## src/tsqs_pkg.sv

```systemverilog
// shared constants and types for the trigger step queue store
package tsqs_pkg;
    localparam int unsigned TSQS_HADDR_W = 32;
    localparam int unsigned TSQS_HDATA_W = 32;
    localparam int unsigned TSQS_DEC_W = 8;
    localparam int unsigned TSQS_PTR_W = 5;
    localparam int unsigned TSQS_WORD_W = 16;
    localparam int unsigned TSQS_BYTE_W = 8;
    localparam int unsigned TSQS_DEPTH = 8;
    localparam int unsigned TSQS_IDX_W = 3;

    // byte offsets on the bus
    localparam logic [7:0] TSQS_OFF_PTR = 8'h00;
    localparam logic [7:0] TSQS_OFF_CTRL = 8'h04;
    localparam logic [7:0] TSQS_OFF_QUEUE = 8'h20;
    localparam logic [7:0] TSQS_OFF_QUEUE_END = 8'h3c;

    // field positions
    localparam int unsigned TSQS_EVEN_LSB = 0;
    localparam int unsigned TSQS_ODD_LSB = 8;
    localparam int unsigned TSQS_CTRL_EN_BIT = 0;
    localparam int unsigned TSQS_CTRL_START_BIT = 1;
    localparam int unsigned TSQS_CTRL_RUN_BIT = 2;

    // reset values
    localparam logic [4:0] TSQS_PTR_RESET = 5'h00;
    localparam logic [1:0] TSQS_CTRL_RESET = 2'h0;

    // ahb encodings
    localparam logic [1:0] TSQS_HTRANS_NONSEQ = 2'h2;
    localparam logic TSQS_HRESP_OKAY = 1'b0;

    // data phase tracking, gray along idle, read wait, read out
    typedef enum logic [1:0] {
        TSQS_DP_NONE = 2'b00,
        TSQS_DP_RDWAIT = 2'b01,
        TSQS_DP_RDOUT = 2'b11,
        TSQS_DP_WRITE = 2'b10
    } tsqs_dphase_t;
endpackage

```

## src/tsqs_queue_if.sv

```systemverilog
// carrier between the register front end and the queue storage
`timescale 1ns/100ps
`default_nettype none
interface tsqs_queue_if;
    import tsqs_pkg::*;
    logic wr_en;
    logic [TSQS_IDX_W-1:0] wr_idx;
    logic [TSQS_WORD_W-1:0] wr_data;
    logic [TSQS_IDX_W-1:0] rd_idx;
    logic [TSQS_WORD_W-1:0] rd_data;
    logic [TSQS_PTR_W-1:0] step_idx;
    logic [TSQS_BYTE_W-1:0] step_byte;

    modport front (
        output wr_en,
        output wr_idx,
        output wr_data,
        output rd_idx,
        input rd_data,
        output step_idx,
        input step_byte
    );
    modport store (
        input wr_en,
        input wr_idx,
        input wr_data,
        input rd_idx,
        output rd_data,
        input step_idx,
        output step_byte
    );
endinterface
`default_nettype wire

```

## src/tsqs_queue_store.sv

```systemverilog
// eight step command queue words, kept across every reset
`timescale 1ns/100ps
`default_nettype none
module tsqs_queue_store (
    input wire logic hclk,
    tsqs_queue_if.store q
);
    import tsqs_pkg::*;

    logic [TSQS_WORD_W-1:0] mem_reg [TSQS_DEPTH];
    logic [TSQS_IDX_W-1:0] step_word;
    logic [TSQS_WORD_W-1:0] step_word_data;

    // no reset branch on purpose: contents survive every reset
    always_ff @(posedge hclk) begin
        if (q.wr_en) begin
            mem_reg[q.wr_idx] <= q.wr_data;
        end
    end

    assign q.rd_data = mem_reg[q.rd_idx];

    // even_step_byte sits low, odd_step_byte high
    assign step_word = q.step_idx[TSQS_IDX_W:1];
    assign step_word_data = mem_reg[step_word];

    always_comb begin
        if (q.step_idx[TSQS_PTR_W-1]) begin
            // beyond sixteen steps there is no storage
            q.step_byte = '0;
        end else if (q.step_idx[0]) begin
            q.step_byte = step_word_data[TSQS_ODD_LSB +: TSQS_BYTE_W];
        end else begin
            q.step_byte = step_word_data[TSQS_EVEN_LSB +: TSQS_BYTE_W];
        end
    end
endmodule
`default_nettype wire

```

## src/tsqs_top.sv

```systemverilog
// ahb-lite register front end of the trigger step queue store
`timescale 1ns/100ps
`default_nettype none
// How it works
// - five-bit pointer names the active step
// - pointer bits thirty-one to five read zero
// - enable and start both set: lock pointer and queue writes
// - queue word x low byte is even_step_byte
// - queue word x high byte is odd_step_byte
// - queue contents survive every reset
module tsqs_top (
    input wire logic hclk,
    input wire logic hresetn,
    input wire logic hsel,
    input wire logic [tsqs_pkg::TSQS_HADDR_W-1:0] haddr,
    input wire logic [1:0] htrans,
    input wire logic hwrite,
    input wire logic [2:0] hsize,
    input wire logic [tsqs_pkg::TSQS_HDATA_W-1:0] hwdata,
    input wire logic hready,
    output logic hreadyout,
    output logic hresp,
    output logic [tsqs_pkg::TSQS_HDATA_W-1:0] hrdata,
    input wire logic engine_ptr_load,
    input wire logic [tsqs_pkg::TSQS_PTR_W-1:0] engine_ptr_value,
    input wire logic engine_stop,
    output logic seq_running,
    output logic [tsqs_pkg::TSQS_PTR_W-1:0] step_ptr,
    output logic [tsqs_pkg::TSQS_BYTE_W-1:0] step_byte
);
    import tsqs_pkg::*;

    // decode helpers used by both the read and the write path
    function automatic logic is_queue(input logic [TSQS_DEC_W-1:0] off);
        is_queue = (off >= TSQS_OFF_QUEUE) && (off <= TSQS_OFF_QUEUE_END)
            && (off[1:0] == 2'b00);
    endfunction

    function automatic logic [TSQS_IDX_W-1:0] queue_index(input logic [TSQS_DEC_W-1:0] off);
        logic [TSQS_DEC_W-1:0] rel;
        rel = off - TSQS_OFF_QUEUE;
        queue_index = rel[TSQS_IDX_W+1:2];
    endfunction

    tsqs_queue_if qif ();

    tsqs_queue_store u_store (
        .hclk(hclk),
        .q(qif)
    );

    tsqs_dphase_t dphase_reg;
    tsqs_dphase_t dphase_next;
    logic [TSQS_DEC_W-1:0] dp_off_reg;
    logic [TSQS_PTR_W-1:0] ptr_reg;
    logic enable_reg;
    logic start_reg;
    logic [TSQS_HDATA_W-1:0] hrdata_reg;
    logic [TSQS_HDATA_W-1:0] rd_mux;
    logic [TSQS_BYTE_W-1:0] step_byte_reg;
    logic addr_valid;
    logic locked;
    logic wr_ptr;
    logic wr_ctrl;
    logic wr_queue;
    logic [TSQS_DEC_W-1:0] addr_off;

    assign addr_off = haddr[TSQS_DEC_W-1:0];

    // a transfer is taken only when the bus is ready
    assign addr_valid = hsel && hready && htrans[1];

    // both flags set means the engine owns the queue
    assign locked = enable_reg && start_reg;
    assign seq_running = locked;

    // data phase sequencing
    always_comb begin
        dphase_next = TSQS_DP_NONE;
        case (dphase_reg)
            TSQS_DP_RDWAIT: begin
                dphase_next = TSQS_DP_RDOUT;
            end
            TSQS_DP_NONE,
            TSQS_DP_RDOUT,
            TSQS_DP_WRITE: begin
                if (addr_valid) begin
                    dphase_next = hwrite ? TSQS_DP_WRITE : TSQS_DP_RDWAIT;
                end else begin
                    dphase_next = TSQS_DP_NONE;
                end
            end
            default: begin
                dphase_next = TSQS_DP_NONE;
            end
        endcase
    end

    always_ff @(posedge hclk or negedge hresetn) begin
        if (!hresetn) begin
            dphase_reg <= TSQS_DP_NONE;
        end else begin
            dphase_reg <= dphase_next;
        end
    end

    // address of the transfer now in its data phase
    always_ff @(posedge hclk or negedge hresetn) begin
        if (!hresetn) begin
            dp_off_reg <= '0;
        end else if (addr_valid && (dphase_reg != TSQS_DP_RDWAIT)) begin
            dp_off_reg <= addr_off;
        end
    end

    // one wait state on reads so a write just before is already stored
    assign hreadyout = (dphase_reg != TSQS_DP_RDWAIT);
    assign hresp = TSQS_HRESP_OKAY;

    // write strobes live in the last cycle of a write data phase
    always_comb begin
        wr_ptr = 1'b0;
        wr_ctrl = 1'b0;
        wr_queue = 1'b0;
        if (dphase_reg == TSQS_DP_WRITE) begin
            wr_ctrl = (dp_off_reg == TSQS_OFF_CTRL);
            // running sequencer: pointer and queue writes vanish
            wr_ptr = (dp_off_reg == TSQS_OFF_PTR) && !locked;
            wr_queue = is_queue(dp_off_reg) && !locked;
        end
    end

    // pointer: software when idle, engine when it advances
    always_ff @(posedge hclk or negedge hresetn) begin
        if (!hresetn) begin
            ptr_reg <= TSQS_PTR_RESET;
        end else if (engine_ptr_load) begin
            ptr_reg <= engine_ptr_value;
        end else if (wr_ptr) begin
            ptr_reg <= hwdata[TSQS_PTR_W-1:0];
        end
    end

    assign step_ptr = ptr_reg;

    // enable flag is software only
    always_ff @(posedge hclk or negedge hresetn) begin
        if (!hresetn) begin
            enable_reg <= TSQS_CTRL_RESET[TSQS_CTRL_EN_BIT];
        end else if (wr_ctrl) begin
            enable_reg <= hwdata[TSQS_CTRL_EN_BIT];
        end
    end

    // start is cleared by the engine; a software set in that cycle wins
    always_ff @(posedge hclk or negedge hresetn) begin
        if (!hresetn) begin
            start_reg <= TSQS_CTRL_RESET[TSQS_CTRL_START_BIT];
        end else if (wr_ctrl && hwdata[TSQS_CTRL_START_BIT]) begin
            start_reg <= 1'b1;
        end else if (wr_ctrl || engine_stop) begin
            start_reg <= 1'b0;
        end
    end

    // queue storage ports
    assign qif.wr_en = wr_queue;
    assign qif.wr_idx = queue_index(dp_off_reg);
    assign qif.wr_data = hwdata[TSQS_WORD_W-1:0];
    assign qif.rd_idx = queue_index(dp_off_reg);
    assign qif.step_idx = ptr_reg;

    // read mux, unmapped and reserved bits read zero
    always_comb begin
        rd_mux = '0;
        if (dp_off_reg == TSQS_OFF_PTR) begin
            rd_mux[TSQS_PTR_W-1:0] = ptr_reg;
        end else if (dp_off_reg == TSQS_OFF_CTRL) begin
            rd_mux[TSQS_CTRL_EN_BIT] = enable_reg;
            rd_mux[TSQS_CTRL_START_BIT] = start_reg;
            rd_mux[TSQS_CTRL_RUN_BIT] = locked;
        end else if (is_queue(dp_off_reg)) begin
            rd_mux[TSQS_WORD_W-1:0] = qif.rd_data;
        end
    end

    // read data is caught during the wait cycle
    always_ff @(posedge hclk or negedge hresetn) begin
        if (!hresetn) begin
            hrdata_reg <= '0;
        end else if (dphase_reg == TSQS_DP_RDWAIT) begin
            hrdata_reg <= rd_mux;
        end
    end

    assign hrdata = hrdata_reg;

    // active step byte for the engine, one cycle behind the pointer
    always_ff @(posedge hclk or negedge hresetn) begin
        if (!hresetn) begin
            step_byte_reg <= '0;
        end else begin
            step_byte_reg <= qif.step_byte;
        end
    end

    assign step_byte = step_byte_reg;

    // only whole-word transfers are expected; hsize is not checked
    logic unused_hsize;
    assign unused_hsize = ^hsize;
endmodule
`default_nettype wire

```

## config.mk

```make
export PLATFORM = sky130hd
export DESIGN_NAME = tsqs_top
export DESIGN_NICKNAME = d
export VERILOG_FILES = /design/src/tsqs_pkg.sv /design/src/tsqs_queue_if.sv /design/src/tsqs_queue_store.sv /design/src/tsqs_top.sv
export SDC_FILE = /design/constraint.sdc
export NUM_CORES = 1
export LEC_CHECK = 0
export BUFFER_PORTS_ARGS = -buffer_cell sky130_fd_sc_hd__buf_2
export CORE_ASPECT_RATIO = 1.4
export CORE_MARGIN = 3
export CORE_UTILIZATION = 55
export DETAILED_ROUTE_END_ITERATION = 7
export MAX_ROUTING_LAYER = met4
export PLACE_DENSITY = 0.76
export SLEW_MARGIN = 20
export SYNTH_ARGS = -nofsm -noshare
export SYNTH_HDL_FRONTEND = slang
export SYNTH_SLANG_ARGS = --single-unit
```

## constraint.sdc

```tcl
create_clock -name hclk -period 3.8 [get_ports hclk]
set_clock_uncertainty 0.2 [all_clocks]
set_input_delay 0.38 -clock hclk [delete_from_list [all_inputs] [get_ports hclk]]
set_output_delay 0.38 -clock hclk [all_outputs]
set_load 0.02 [all_outputs]
```

==> flow_results.org, run 1 <==
** Run status
- Result of the run :: finished clean

** Place
- IO buf count :: 67
- Detailed placement ended at an HPWL of 11400 µm.
- After detailed placement, the total cell area comes to 8200 µm².
- Final GP Congestion :: 0.862
- Timing analysis after detailed placement gives a worst setup slack of 1.33 ns.

** Clocking
- The H-tree generated during clock tree synthesis spans 4 levels.
- Root Buffer :: sky130_fd_sc_hd__clkbuf_16
- The tree built by TritonCTS fans out to 169 sinks.
- Max clock buf depth :: 2
- Clock transition at the registers of the reported paths :: 0.06 ns
- The clock reaches the later pin of the worst-skew pair after 0.42 ns.
- Buffers inserted during clock tree synthesis total 17.
- TritonCTS built the clock tree.

** Global routing
- All-layer global routing usage :: 24.7%
- After global routing, the most crowded layer is met2.
- Entering global routing, the biggest net connects 42 pins.
- For met2 alone, demand over resource in global routing was 42.7%.
- Total global routing overflow :: 0
- For this run, global-route usage on met1 was measured as 29.0%.
- Vias in the first global route :: 4919
- In the global route stage, met3 resource usage came out at 4.78%.
- The first global-routing pass estimated 27400 µm of wire.
- Number of antenna violations at the first check in global routing :: 0

** STA
- Final clock period utilization by the worst path :: 66.4%
- Headroom to the max-slew limit came out at 33.8%.
- Maximum clock frequency :: 396 MHz
- Setup total negative slack on the finished layout was measured at 0 ns.
- The count of endpoints failing hold in the final timing report is 0.
- Final count of pins violating max slew :: 0
- Setup repair after global routing left no endpoint under its margin.
- Setup violations remaining at the end of the flow were counted as 0.
- Slew at the pin closest to its max-slew limit :: 0.991 ns
- In the post-route analysis, the smallest setup slack over all paths is 1.28 ns.
- Subtracting the final worst setup slack from the clock period gives 2.52 ns.
- Hold timing on the final database bottoms out at a slack of 0.00838 ns.

** Cells and area
- The library cell used most frequently in the layout, excluding fill and tap cells, is sky130_fd_sc_hd__edfxtp_1.
- Layout Utilization :: 65.9%
- Commonest cells after routing, fill and taps aside :: sky130_fd_sc_hd__edfxtp_1 (128), sky130_fd_sc_hd__buf_2 (67), sky130_fd_sc_hd__mux4_2 (51)
- Share of final-layout standard cells stronger than drive strength 1 :: 34.1%
- From synthesis to final layout, the design area changed by 15.6%.
- Design Area, Final :: 8900 µm²
- Count of nets after finishing :: 622
- The register with the most flip-flops in the layout has 128 of them.
- The repair_antennas step left the layout with diodes totalling 0.

** Yosys
- The top cell type by area accounts for 49.9% of the synthesized area.
- Most area-hungry cell type in the Yosys netlist :: sky130_fd_sc_hd__edfxtp_1
- Count of mapped cells out of synthesis :: 450
- Fraction of the yosys area taken by sequential cells :: 63.2%
- In the post-synthesis netlist, the biggest area contributors are sky130_fd_sc_hd__edfxtp_1 (50%), sky130_fd_sc_hd__mux4_2 (15%), sky130_fd_sc_hd__dfrtp_1 (13%).
- Counting flops with a built-in enable in the synthesized netlist gives 128.
- The number of different library cells used by synthesis comes to 40.
- Synth Register Bits :: 169
- In the synthesized netlist the async set-or-reset flop fraction comes to 24.3%.
- Count of synthesis-stage warnings from yosys :: 0
- Each instance of the synthesized netlist takes up on average 17.1 µm².
- Summing every instance area after synthesis gives 7700 µm².
- For this run, the leading register cell type out of synthesis is sky130_fd_sc_hd__edfxtp_1.

** Routing
- Drt drc :: 0
- In this run, the number of DRC markers left after iteration 0 of detailed routing was 293.
- Detailed-route via count :: 4620
- Once detail routing completed, the nets flagged for antenna violations numbered 0.
- TritonRoute pass-1 iters :: 6
- WL per Instance :: 23.8 µm
- Total Wirelength :: 17500 µm
- Routed via count divided by cell count :: 6.28

** Floorplanning
- Core area :: 13500 µm²
- The die is 146 µm tall.
- 129 I/O pins were placed.
- In this run the core area contains 50 standard-cell rows.
- The floorplan step set the die width to 106 µm.
- Full die area :: 15500 µm²
- For this configuration, the core starts out at a cell density of 57.0%.

** Worst setup path
- Worst setup path class :: flop to output pin
- Along the worst path, the maximum fanout reaches 22.
- On the worst path, the slowest cell contributes a delay of 0.67 ns.
- Critical Path End Type :: output pin
- Critical path arrival :: 1.94 ns
- Among cell families on the critical path, the largest total delay comes from buffers and inverters.
- Worst endpoint required time :: 3.22 ns
- Critical Path Start Type :: flop
- The slowest stage of the critical path belongs to the cell sky130_fd_sc_hd__inv_1.
- CP cell instances :: nor2b_1 -> inv_1 -> buf_2
- Buffering stage count on the worst path with inverters included :: 2

** Flow run
- The tool flagged a number of max-cap violations equal to 0.

** Pwr
- In this run the static leakage power is 0.00333 µW.
- IR analysis of the VDD net gives a maximum drop of 0.000261 V.
- In this run the power density over the cells is 550 nW/µm².

** Hold path
- Class of the tightest hold or removal check :: primary input to flop
-- final timing paths --
check | startpoint | slack [ns] | endpoint | depth (start not counted)
hold reg to reg | hrdata[9] | 0.29 | hrdata[9] | 2
setup reg to reg | dp_off_reg[7] | 1.29 | u_store.mem_reg[0][6] | 5
max in group asynchronous | hresetn | 2.25 | dp_off_reg[3] | 2
min in group asynchronous | hresetn | 0.47 | start_reg | 2
hold / removal | engine_ptr_value[3] | 0.008 | step_ptr[3] | 3
setup / recovery | dphase_reg[0] | 1.28 | hreadyout | 3
-- stage by stage --
step           total power (µW)  instances
6_report                   4890        736
5_1_grt                    5090        736
4_1_cts                    4910        736
3_5_place_dp               3250        691
3_3_place_gp               3230        691
2_1_floorplan              3000        466
-- layer usage --
layer | up-vias | part of all wire, %
li1 | 1962 | -
met2 | 227 | 54
met4 | 0 | 2.5
met1 | 2397 | 37
met5 | - | 0
met3 | 34 | 6.7
-- cell usage after synthesis (2+ instances only) --
master and instances:
sky130_fd_sc_hd__nand4_1 8, sky130_fd_sc_hd__nor2b_1 5, sky130_fd_sc_hd__nor2_1 12, sky130_fd_sc_hd__nor4_1 2, sky130_fd_sc_hd__buf_4 23, sky130_fd_sc_hd__inv_1 3, sky130_fd_sc_hd__dfrtp_1 41, sky130_fd_sc_hd__a22oi_1 2
sky130_fd_sc_hd__nand2b_1 6, sky130_fd_sc_hd__o211ai_1 6, sky130_fd_sc_hd__mux2_4 2, sky130_fd_sc_hd__o21ai_1 10, sky130_fd_sc_hd__buf_6 4, sky130_fd_sc_hd__nand2_1 31, sky130_fd_sc_hd__a21oi_1 4, sky130_fd_sc_hd__buf_2 11
sky130_fd_sc_hd__nand3_1 11, sky130_fd_sc_hd__mux4_1 8, sky130_fd_sc_hd__mux2_2 10, sky130_fd_sc_hd__o21ai_0 9, sky130_fd_sc_hd__edfxtp_1 128, sky130_fd_sc_hd__nor3_1 3, sky130_fd_sc_hd__clkbuf_1 4, sky130_fd_sc_hd__mux2i_1 32
sky130_fd_sc_hd__mux4_2 51, sky130_fd_sc_hd__o22ai_1 5, sky130_fd_sc_hd__buf_1 3, sky130_fd_sc_hd__a32oi_1 4
-- cells by family after synthesis --
| logic type | Yosys count | share of synthesized area, % |
|---|---|---|
| flops | 169 | 63.2 |
| mux | 103 | 23.6 |
| simple gates | 86 | 5.65 |
| buf+inv | 49 | 4.08 |
| compound gates | 42 | 3.38 |
| other cells | 1 | 0.0487 |
-- what timing repair did --
| item | 4_1_cts | 5_1_grt |
|---|---|---|
| setup buffers | 0 | 0 |
| hold buffers | 13 | 0 |
| endpoints found under the hold margin | 53 | 0 |
| resized for setup | 0 | 0 |
-- final cells by class --
class / count / area, µm²
Sequential cell: 169 / 4870
Clock buffer: 18 / 429
Clock inverter: 14 / 145
Timing Repair Buffer: 101 / 623
Inverter: 4 / 15.0
Fill cell: 887 / 4610
Tap cell: 182 / 228
Multi-Input combinational cell: 248 / 2590
-- power breakdown --
| part | switching, µW | total [µW] | internal, µW | leakage, µW |
|---|---|---|---|---|
| logic | 518 | 993 | 475 | 0.00138 |
| clock network | 691 | 1660 | 972 | 0.000277 |
| registers | 145 | 2240 | 2090 | 0.00167 |
| total | 1350 | 4890 | 3540 | 0.00333 |
-- worst reg2reg max path: cells and delay by family (launching register included) --
| family | cells | cell delay (ns) |
|---|---|---|
| simple gates | 4 | 1.25 |
| buf+inv | 1 | 0.33 |
| flops | 1 | 0.40 |
(Power assumes the default switching activity.)
==> run 2: changes to the inputs <==
- clock period: 3.8 -> 2.5 ns (I/O delays scaled with it)
==> flow_results.org, run 2 (synthesis gave the netlist of run 1 again) <==
** Routing
- Detailed-route via count :: 4813 (+4.2%)
- Routed via count divided by cell count :: 6.18 (-1.6%)
- The remaining routing DRC violations is 0 (unchanged).
- TritonRoute pass-1 iters :: 5 (-1)
- Antenna Nets Post-Route :: 0 (unchanged)
- The average wire length per cell after detail routing is 23.4 µm (-1.8%).
- The total wirelength of the detailed-routed design came to 18200 µm (+4.0%).
- The count of routing violations after the opening detailed-route iteration came to 346 (+18%).

** Clocking
- The maximum clock path buffer count came to 2 (unchanged).
- The tree is rooted in a sky130_fd_sc_hd__clkbuf_16.
- The clock sink count is 169 (unchanged).
- The count of buffers added by post-CTS timing repair for setup came to 0 (unchanged).
- The clock network latency to the later pin of the worst-skew pair came to 0.42 ns (about the same).
- CTS tree :: built
- Depth of the CTS H-tree :: 4 (unchanged)
- Number of buffers inserted during clock tree synthesis :: 17 (unchanged)
- Clock transition at the registers of the reported paths :: 0.07 ns (about the same)

** STA
- Relative slew slack :: 59.7% (+26 points)
- The worst hold slack after final layout is 0.173 ns (+0.164 ns).
- After layout, the worst path uses 90.9% of the clock period.
- Final setup violation count :: 0 (unchanged)
- The count of endpoints failing hold in the final timing report came to 0 (unchanged).
- The number of pins with negative max-slew slack in the final report was 0 (unchanged).
- Counting I/O delays and the setup requirement, the final critical path takes 2.27 ns.
- Setup repair after global routing left no endpoint under its margin.
- Maximum clock frequency :: 440 MHz
- Slew at the pin closest to its max-slew limit :: 0.602 ns (-0.388 ns)

** Global routing
- Largest net degree at the start of global routing :: 41 (-2.4%)
- Number of antenna violations at the first check in global routing :: 0 (unchanged)
- Total global routing overflow :: 0 (unchanged)
- The wire length of the first global-routing pass is 28500 µm (+4.0%).
- All-layer global routing usage :: 25.6% (+0.94 points)
- Vias in the first global route :: 5160 (+4.9%)

** Cells and area
- Relative to the synthesized area, the layout overhead comes to 21.0%.
- Leaving out fill and tap cells, the most frequent cell in the layout is sky130_fd_sc_hd__edfxtp_1.
- Antenna diode count :: 0 (unchanged)
- The share of the core filled with cells was 69.0% (+3.1 points).
- The layout net count was 665 (+6.9%).
- Commonest cells after routing, fill and taps aside :: sky130_fd_sc_hd__edfxtp_1 (128), sky130_fd_sc_hd__buf_2 (67), sky130_fd_sc_hd__mux4_2 (51)
- Share of final-layout standard cells stronger than drive strength 1 :: 34.2% (+0.055 points)
- Largest register FFs :: 128 (unchanged)

** Floorplanning
- The area enclosed by the die boundary was 15500 µm² (unchanged).
- The overall die height was 146 µm (unchanged).
- Starting density of the core :: 57.0% (unchanged)
- Floorplan die width :: 106 µm (unchanged)
- The area of the core is 13500 µm² (unchanged).
- Std cell rows :: 50 (unchanged)
- The I/O pin count is 129 (unchanged).

** Flow run
- The max-capacitance violation count is 0 (unchanged).

** Worst setup path
- Worst endpoint required time :: 2.41 ns (-0.81 ns)
- Critical Path Start :: dp_off_reg[7]
- Worst setup path class :: flop to flop
- The critical path data arrival time came to 2.18 ns (+0.24 ns).
- STA classifies the critical path endpoint as a flop.
- Reg2Reg Launch Point :: dp_off_reg[7]
- The worst setup path is launched from a flop.
- The largest driver fanout on the critical path is 10 (-55%).

** Place
- The half-perimeter wire length after placement came to 11900 µm (+4.1%).
- The number of buffer cells added on primary ports is 67 (unchanged).
- Final GP Congestion :: 0.863 (+0.15%)

** Pwr
- The power per unit of standard cell area came to 812 nW/µm² (+48%).
- The leakage power of the design came to 0.00352 µW (+5.7%).
- Worst IR drop on VDD :: 0.000515 V (+97%)

** Run status
- Result of the run :: finished clean

** Hold path
- Class of the tightest hold or removal check :: primary input to asynchronous set/reset pin
## run 2: worst paths after layout
kind	to	slack, ns	depth (start not counted)
max in group asynchronous	dp_off_reg[3]	1.32	3
worst min register to register	hrdata[5]	0.29	2
worst max register to register	u_store.mem_reg[7][8]	0.23	5
worst min-delay path	hrdata[8]	0.17	2
worst max-delay path	u_store.mem_reg[7][8]	0.23	5
min in group hclk	dp_off_reg[2]	0.25	4
## run 2: timing repair
item | 4_1_cts | 5_1_grt
endpoints found under the setup margin | 0 | 0
hold buffers | 40 | 0
hold endpoints to repair | 166 | 0
gates resized for setup | 0 | 0
## run 2: worst max-delay path, stage by stage, from the launching register on
cell and delay [ns]:
sky130_fd_sc_hd__dfrtp_1 0.41, sky130_fd_sc_hd__nor4_4 0.28, sky130_fd_sc_hd__and2_1 0.30, sky130_fd_sc_hd__nand4_1 0.27
sky130_fd_sc_hd__nor2_1 0.25, sky130_fd_sc_hd__buf_4 0.26
## run 2: power by group
group	switching [µW]	leakage, µW	internal, µW
clock	1070	0.000272	1480
sequential	148	0.00167	3180
combinational	887	0.00158	803
total	2110	0.00352	5470
## run 2: cell type report
type,instances,area [µm²]
clock buffer,19,433
clock inverter,13,145
fill,889,4190
inverter,4,15.0
multi-input combinational,248,2590
sequential,169,4870
tap,182,228
timing repair buffer,144,1040
## run 2: per-layer routing
metal  share of wire [%]  wire [µm]  track usage [%]
met1                  37       6710             30.0
met2                  54       9850             43.7
met3                 6.5       1180             5.35
met4                 2.7        490             9.59
met5                   0          0                -
## run 2: through the flow
step,TNS [ns],instances,setup slack [ns],power (µW),cell area [µm²]
CTS,0,779,0.222,7610,9320
floorplan,-0.978,466,-0.0204,4570,7770
finish,0,779,0.228,7570,9320
global placement,0,707,0.296,4970,8340
detailed placement,0,707,0.239,5020,8340
global route,0,779,0.0407,7860,9320
==> run 3: changes to the inputs <==
- clock period: 2.5 -> 2.2 ns (I/O delays scaled with it)
==> flow_results.org, run 3 (synthesis gave the netlist of run 1 again) <==
** Floorplanning
- Full die area :: 15500 µm² (unchanged)
- The overall die height was 146 µm (unchanged).
- Std cell rows :: 50 (unchanged)
- Floorplan die width :: 106 µm (unchanged)
- Number of ports placed on the die boundary :: 129 (unchanged)
- The initial cell density of the core came to 57.0% (unchanged).
- Core area :: 13500 µm² (unchanged)

** Global routing
- All-layer global routing usage :: 26.5% (+0.88 points)
- GRT Max-Usage Layer :: met2
- Number of antenna violations at the first check in global routing :: 0 (unchanged)
- The total congestion overflow is 0 (unchanged).
- The met1 track demand over resource in global routing came to 32.1% (+2.1 points).
- The maximum number of pins on one net before global-route repair came to 37 (-9.8%).
- GR Layer Usage met2 :: 45.9% (+2.2 points)
- Vias in the first global route :: 5076 (-1.6%)
- Wire length of the first global-routing pass :: 29400 µm (+3.0%)
- Met3 track utilization from global routing :: 4.47% (-0.88 points)

** Routing
- Antenna Nets Post-Route :: 0 (unchanged)
- The detailed-router iteration count before antenna repair came to 7 (+2).
- The routed via count divided by cell count is 6.10 (-1.2%).
- Detailed-route via count :: 4821 (+0.17%)
- Total Wirelength :: 18900 µm (+3.6%)
- WL per Instance :: 23.9 µm (+2.2%)
- The remaining routing DRC violations is 0 (unchanged).
- The count of routing violations after the opening detailed-route iteration came to 510 (+47%).

** Cells and area
- The number of filler instances in the final layout is 814 (-8.4%).
- Count of nets after finishing :: 676 (+1.7%)
- The share of the core filled with cells is 71.2% (+2.2 points).
- Largest register FFs :: 128 (unchanged)
- The share of cells above drive strength 1 was 37.0% (+2.8 points).
- The top cell types in the final layout, fill and taps aside, are sky130_fd_sc_hd__edfxtp_1 (128), sky130_fd_sc_hd__buf_2 (67), sky130_fd_sc_hd__mux4_2 (51).
- Leaving out fill and tap cells, the most frequent cell in the layout is sky130_fd_sc_hd__edfxtp_1.
- From synthesis to final layout, the design area changed by 24.8%.
- The number of inserted diodes was 0 (unchanged).

** Hold path
- Class of the tightest hold or removal check :: primary input to asynchronous set/reset pin

** Pwr
- The leakage power of the design came to 0.00365 µW (+3.9%).
- Power per standard cell area :: 952 nW/µm² (+17%)
- The maximum resistive drop on vdd is 0.000556 V (+8.0%).

** Flow run
- The max-capacitance violation count was 0 (unchanged).

** STA
- The setup violation total in the final timing report was 0 (unchanged).
- Post-layout min period :: 2.13 ns (-0.145 ns)
- Maximum clock frequency :: 470 MHz (+6.8%)
- Setup repair after global routing left no endpoint under its margin.
- The final critical-path share of the clock period was 96.7% (+5.8 points).
- Number of hold-slack violations in the final timing report :: 0 (unchanged)
- Worst Slack Setup Final :: 0.0724 ns (-0.155 ns)
- The number of pins with negative max-slew slack in the final report was 0 (unchanged).
- Relative slew slack :: 58.8% (-0.96 points)
- The transition time of the tightest slew-check pin is 0.618 ns (+0.0159 ns).

** Place
- The placer congestion estimate is 0.859 (-0.49%).
- The post-placement worst setup slack came to 0.0683 ns (-0.171 ns).
- IO buf count :: 67 (unchanged)
- Post-DP HPWL :: 12200 µm (+3.3%)

** Worst setup path
- Worst setup path class :: flop to flop
- The worst endpoint required time came to 2.12 ns (-0.29 ns).
- The worst setup path is launched from a flop.
- The largest driver fanout on the critical path was 5 (-5).
- In this run the critical register-to-register path is launched from dp_off_reg[7].
- In this run the worst setup path begins at dp_off_reg[7].
- Critical path arrival :: 2.05 ns (-0.13 ns)
- Critical Path End Type :: flop

** Clocking
- The clock sink count was 169 (unchanged).
- CTS tree :: built
- The clock network latency to the later pin of the worst-skew pair is 0.42 ns (about the same).
- The maximum clock path buffer count came to 2 (unchanged).
- Root Buffer :: sky130_fd_sc_hd__clkbuf_16
- Depth of the CTS H-tree :: 4 (unchanged)
- The number of buffers added by the clock tree synthesis step came to 17 (unchanged).
- The clock slew seen by the registers of the worst setup and hold paths came to 0.07 ns (about the same).

** Run status
- Result of the run :: finished clean
-- run 3: stage by stage --
stage	instances	total power (µW)	area (µm²)	TNS (ns)	hold WS, ns
floorplan	466	5210	7820	-15.96	-0.276
global placement	717	5760	8540	0	0.0710
detailed placement	717	5820	8540	0	0.0584
CTS	790	9160	9620	0	0.153
global route	790	9480	9620	0	0.168
finish	790	9150	9620	0	0.151
-- run 3: repair_timing --
action,CTS,global route
setup endpoints to repair,0,44
endpoints found under the hold margin,168,0
setup buffers,0,0
gates resized for setup,0,1
hold buffers,41,0
-- run 3: critical path, cell delays in order (launching register included) --
cell                      delay (ns)
sky130_fd_sc_hd__dfrtp_1        0.41
sky130_fd_sc_hd__nor4_4         0.30
sky130_fd_sc_hd__and2_4         0.21
sky130_fd_sc_hd__nand3_1        0.08
sky130_fd_sc_hd__buf_4          0.19
sky130_fd_sc_hd__nor3_4         0.22
sky130_fd_sc_hd__buf_4          0.22
-- run 3: layout make-up --
class	count	area [µm²]	share of cell area (%)
clock buffer	17	425	4.42
clock inverter	15	235	2.45
inverter	4	15.0	0.156
multi-input combinational	248	2630	27.4
sequential	169	4870	50.7
tap	182	228	2.37
timing repair buffer	155	1210	12.6
-- run 3: final timing paths --
check,to,slack (ns),cells past startpoint
max,u_store.mem_reg[0][0],0.07,6
max in group asynchronous,dp_off_reg[3],0.94,3
max reg2reg,u_store.mem_reg[0][0],0.07,6
min,step_ptr[1],0.15,2
min reg2reg,hrdata[10],0.28,2
min in group hclk,dp_off_reg[4],0.20,4
-- run 3: power by group --
group          internal [µW]  switching (µW)  total [µW]  leakage, µW
registers               3610             178        3790      0.00167
logic                    977            1070        2050      0.00166
clock network           2040            1270        3310     0.000321
total                   6630            2520        9150      0.00365
-- run 3: routing by layer --
metal,vias to the layer above,share of wire [%]
met5,-,0
met4,0,1.9
met3,37,6.2
met2,254,55
met1,2464,37
li1,2066,-
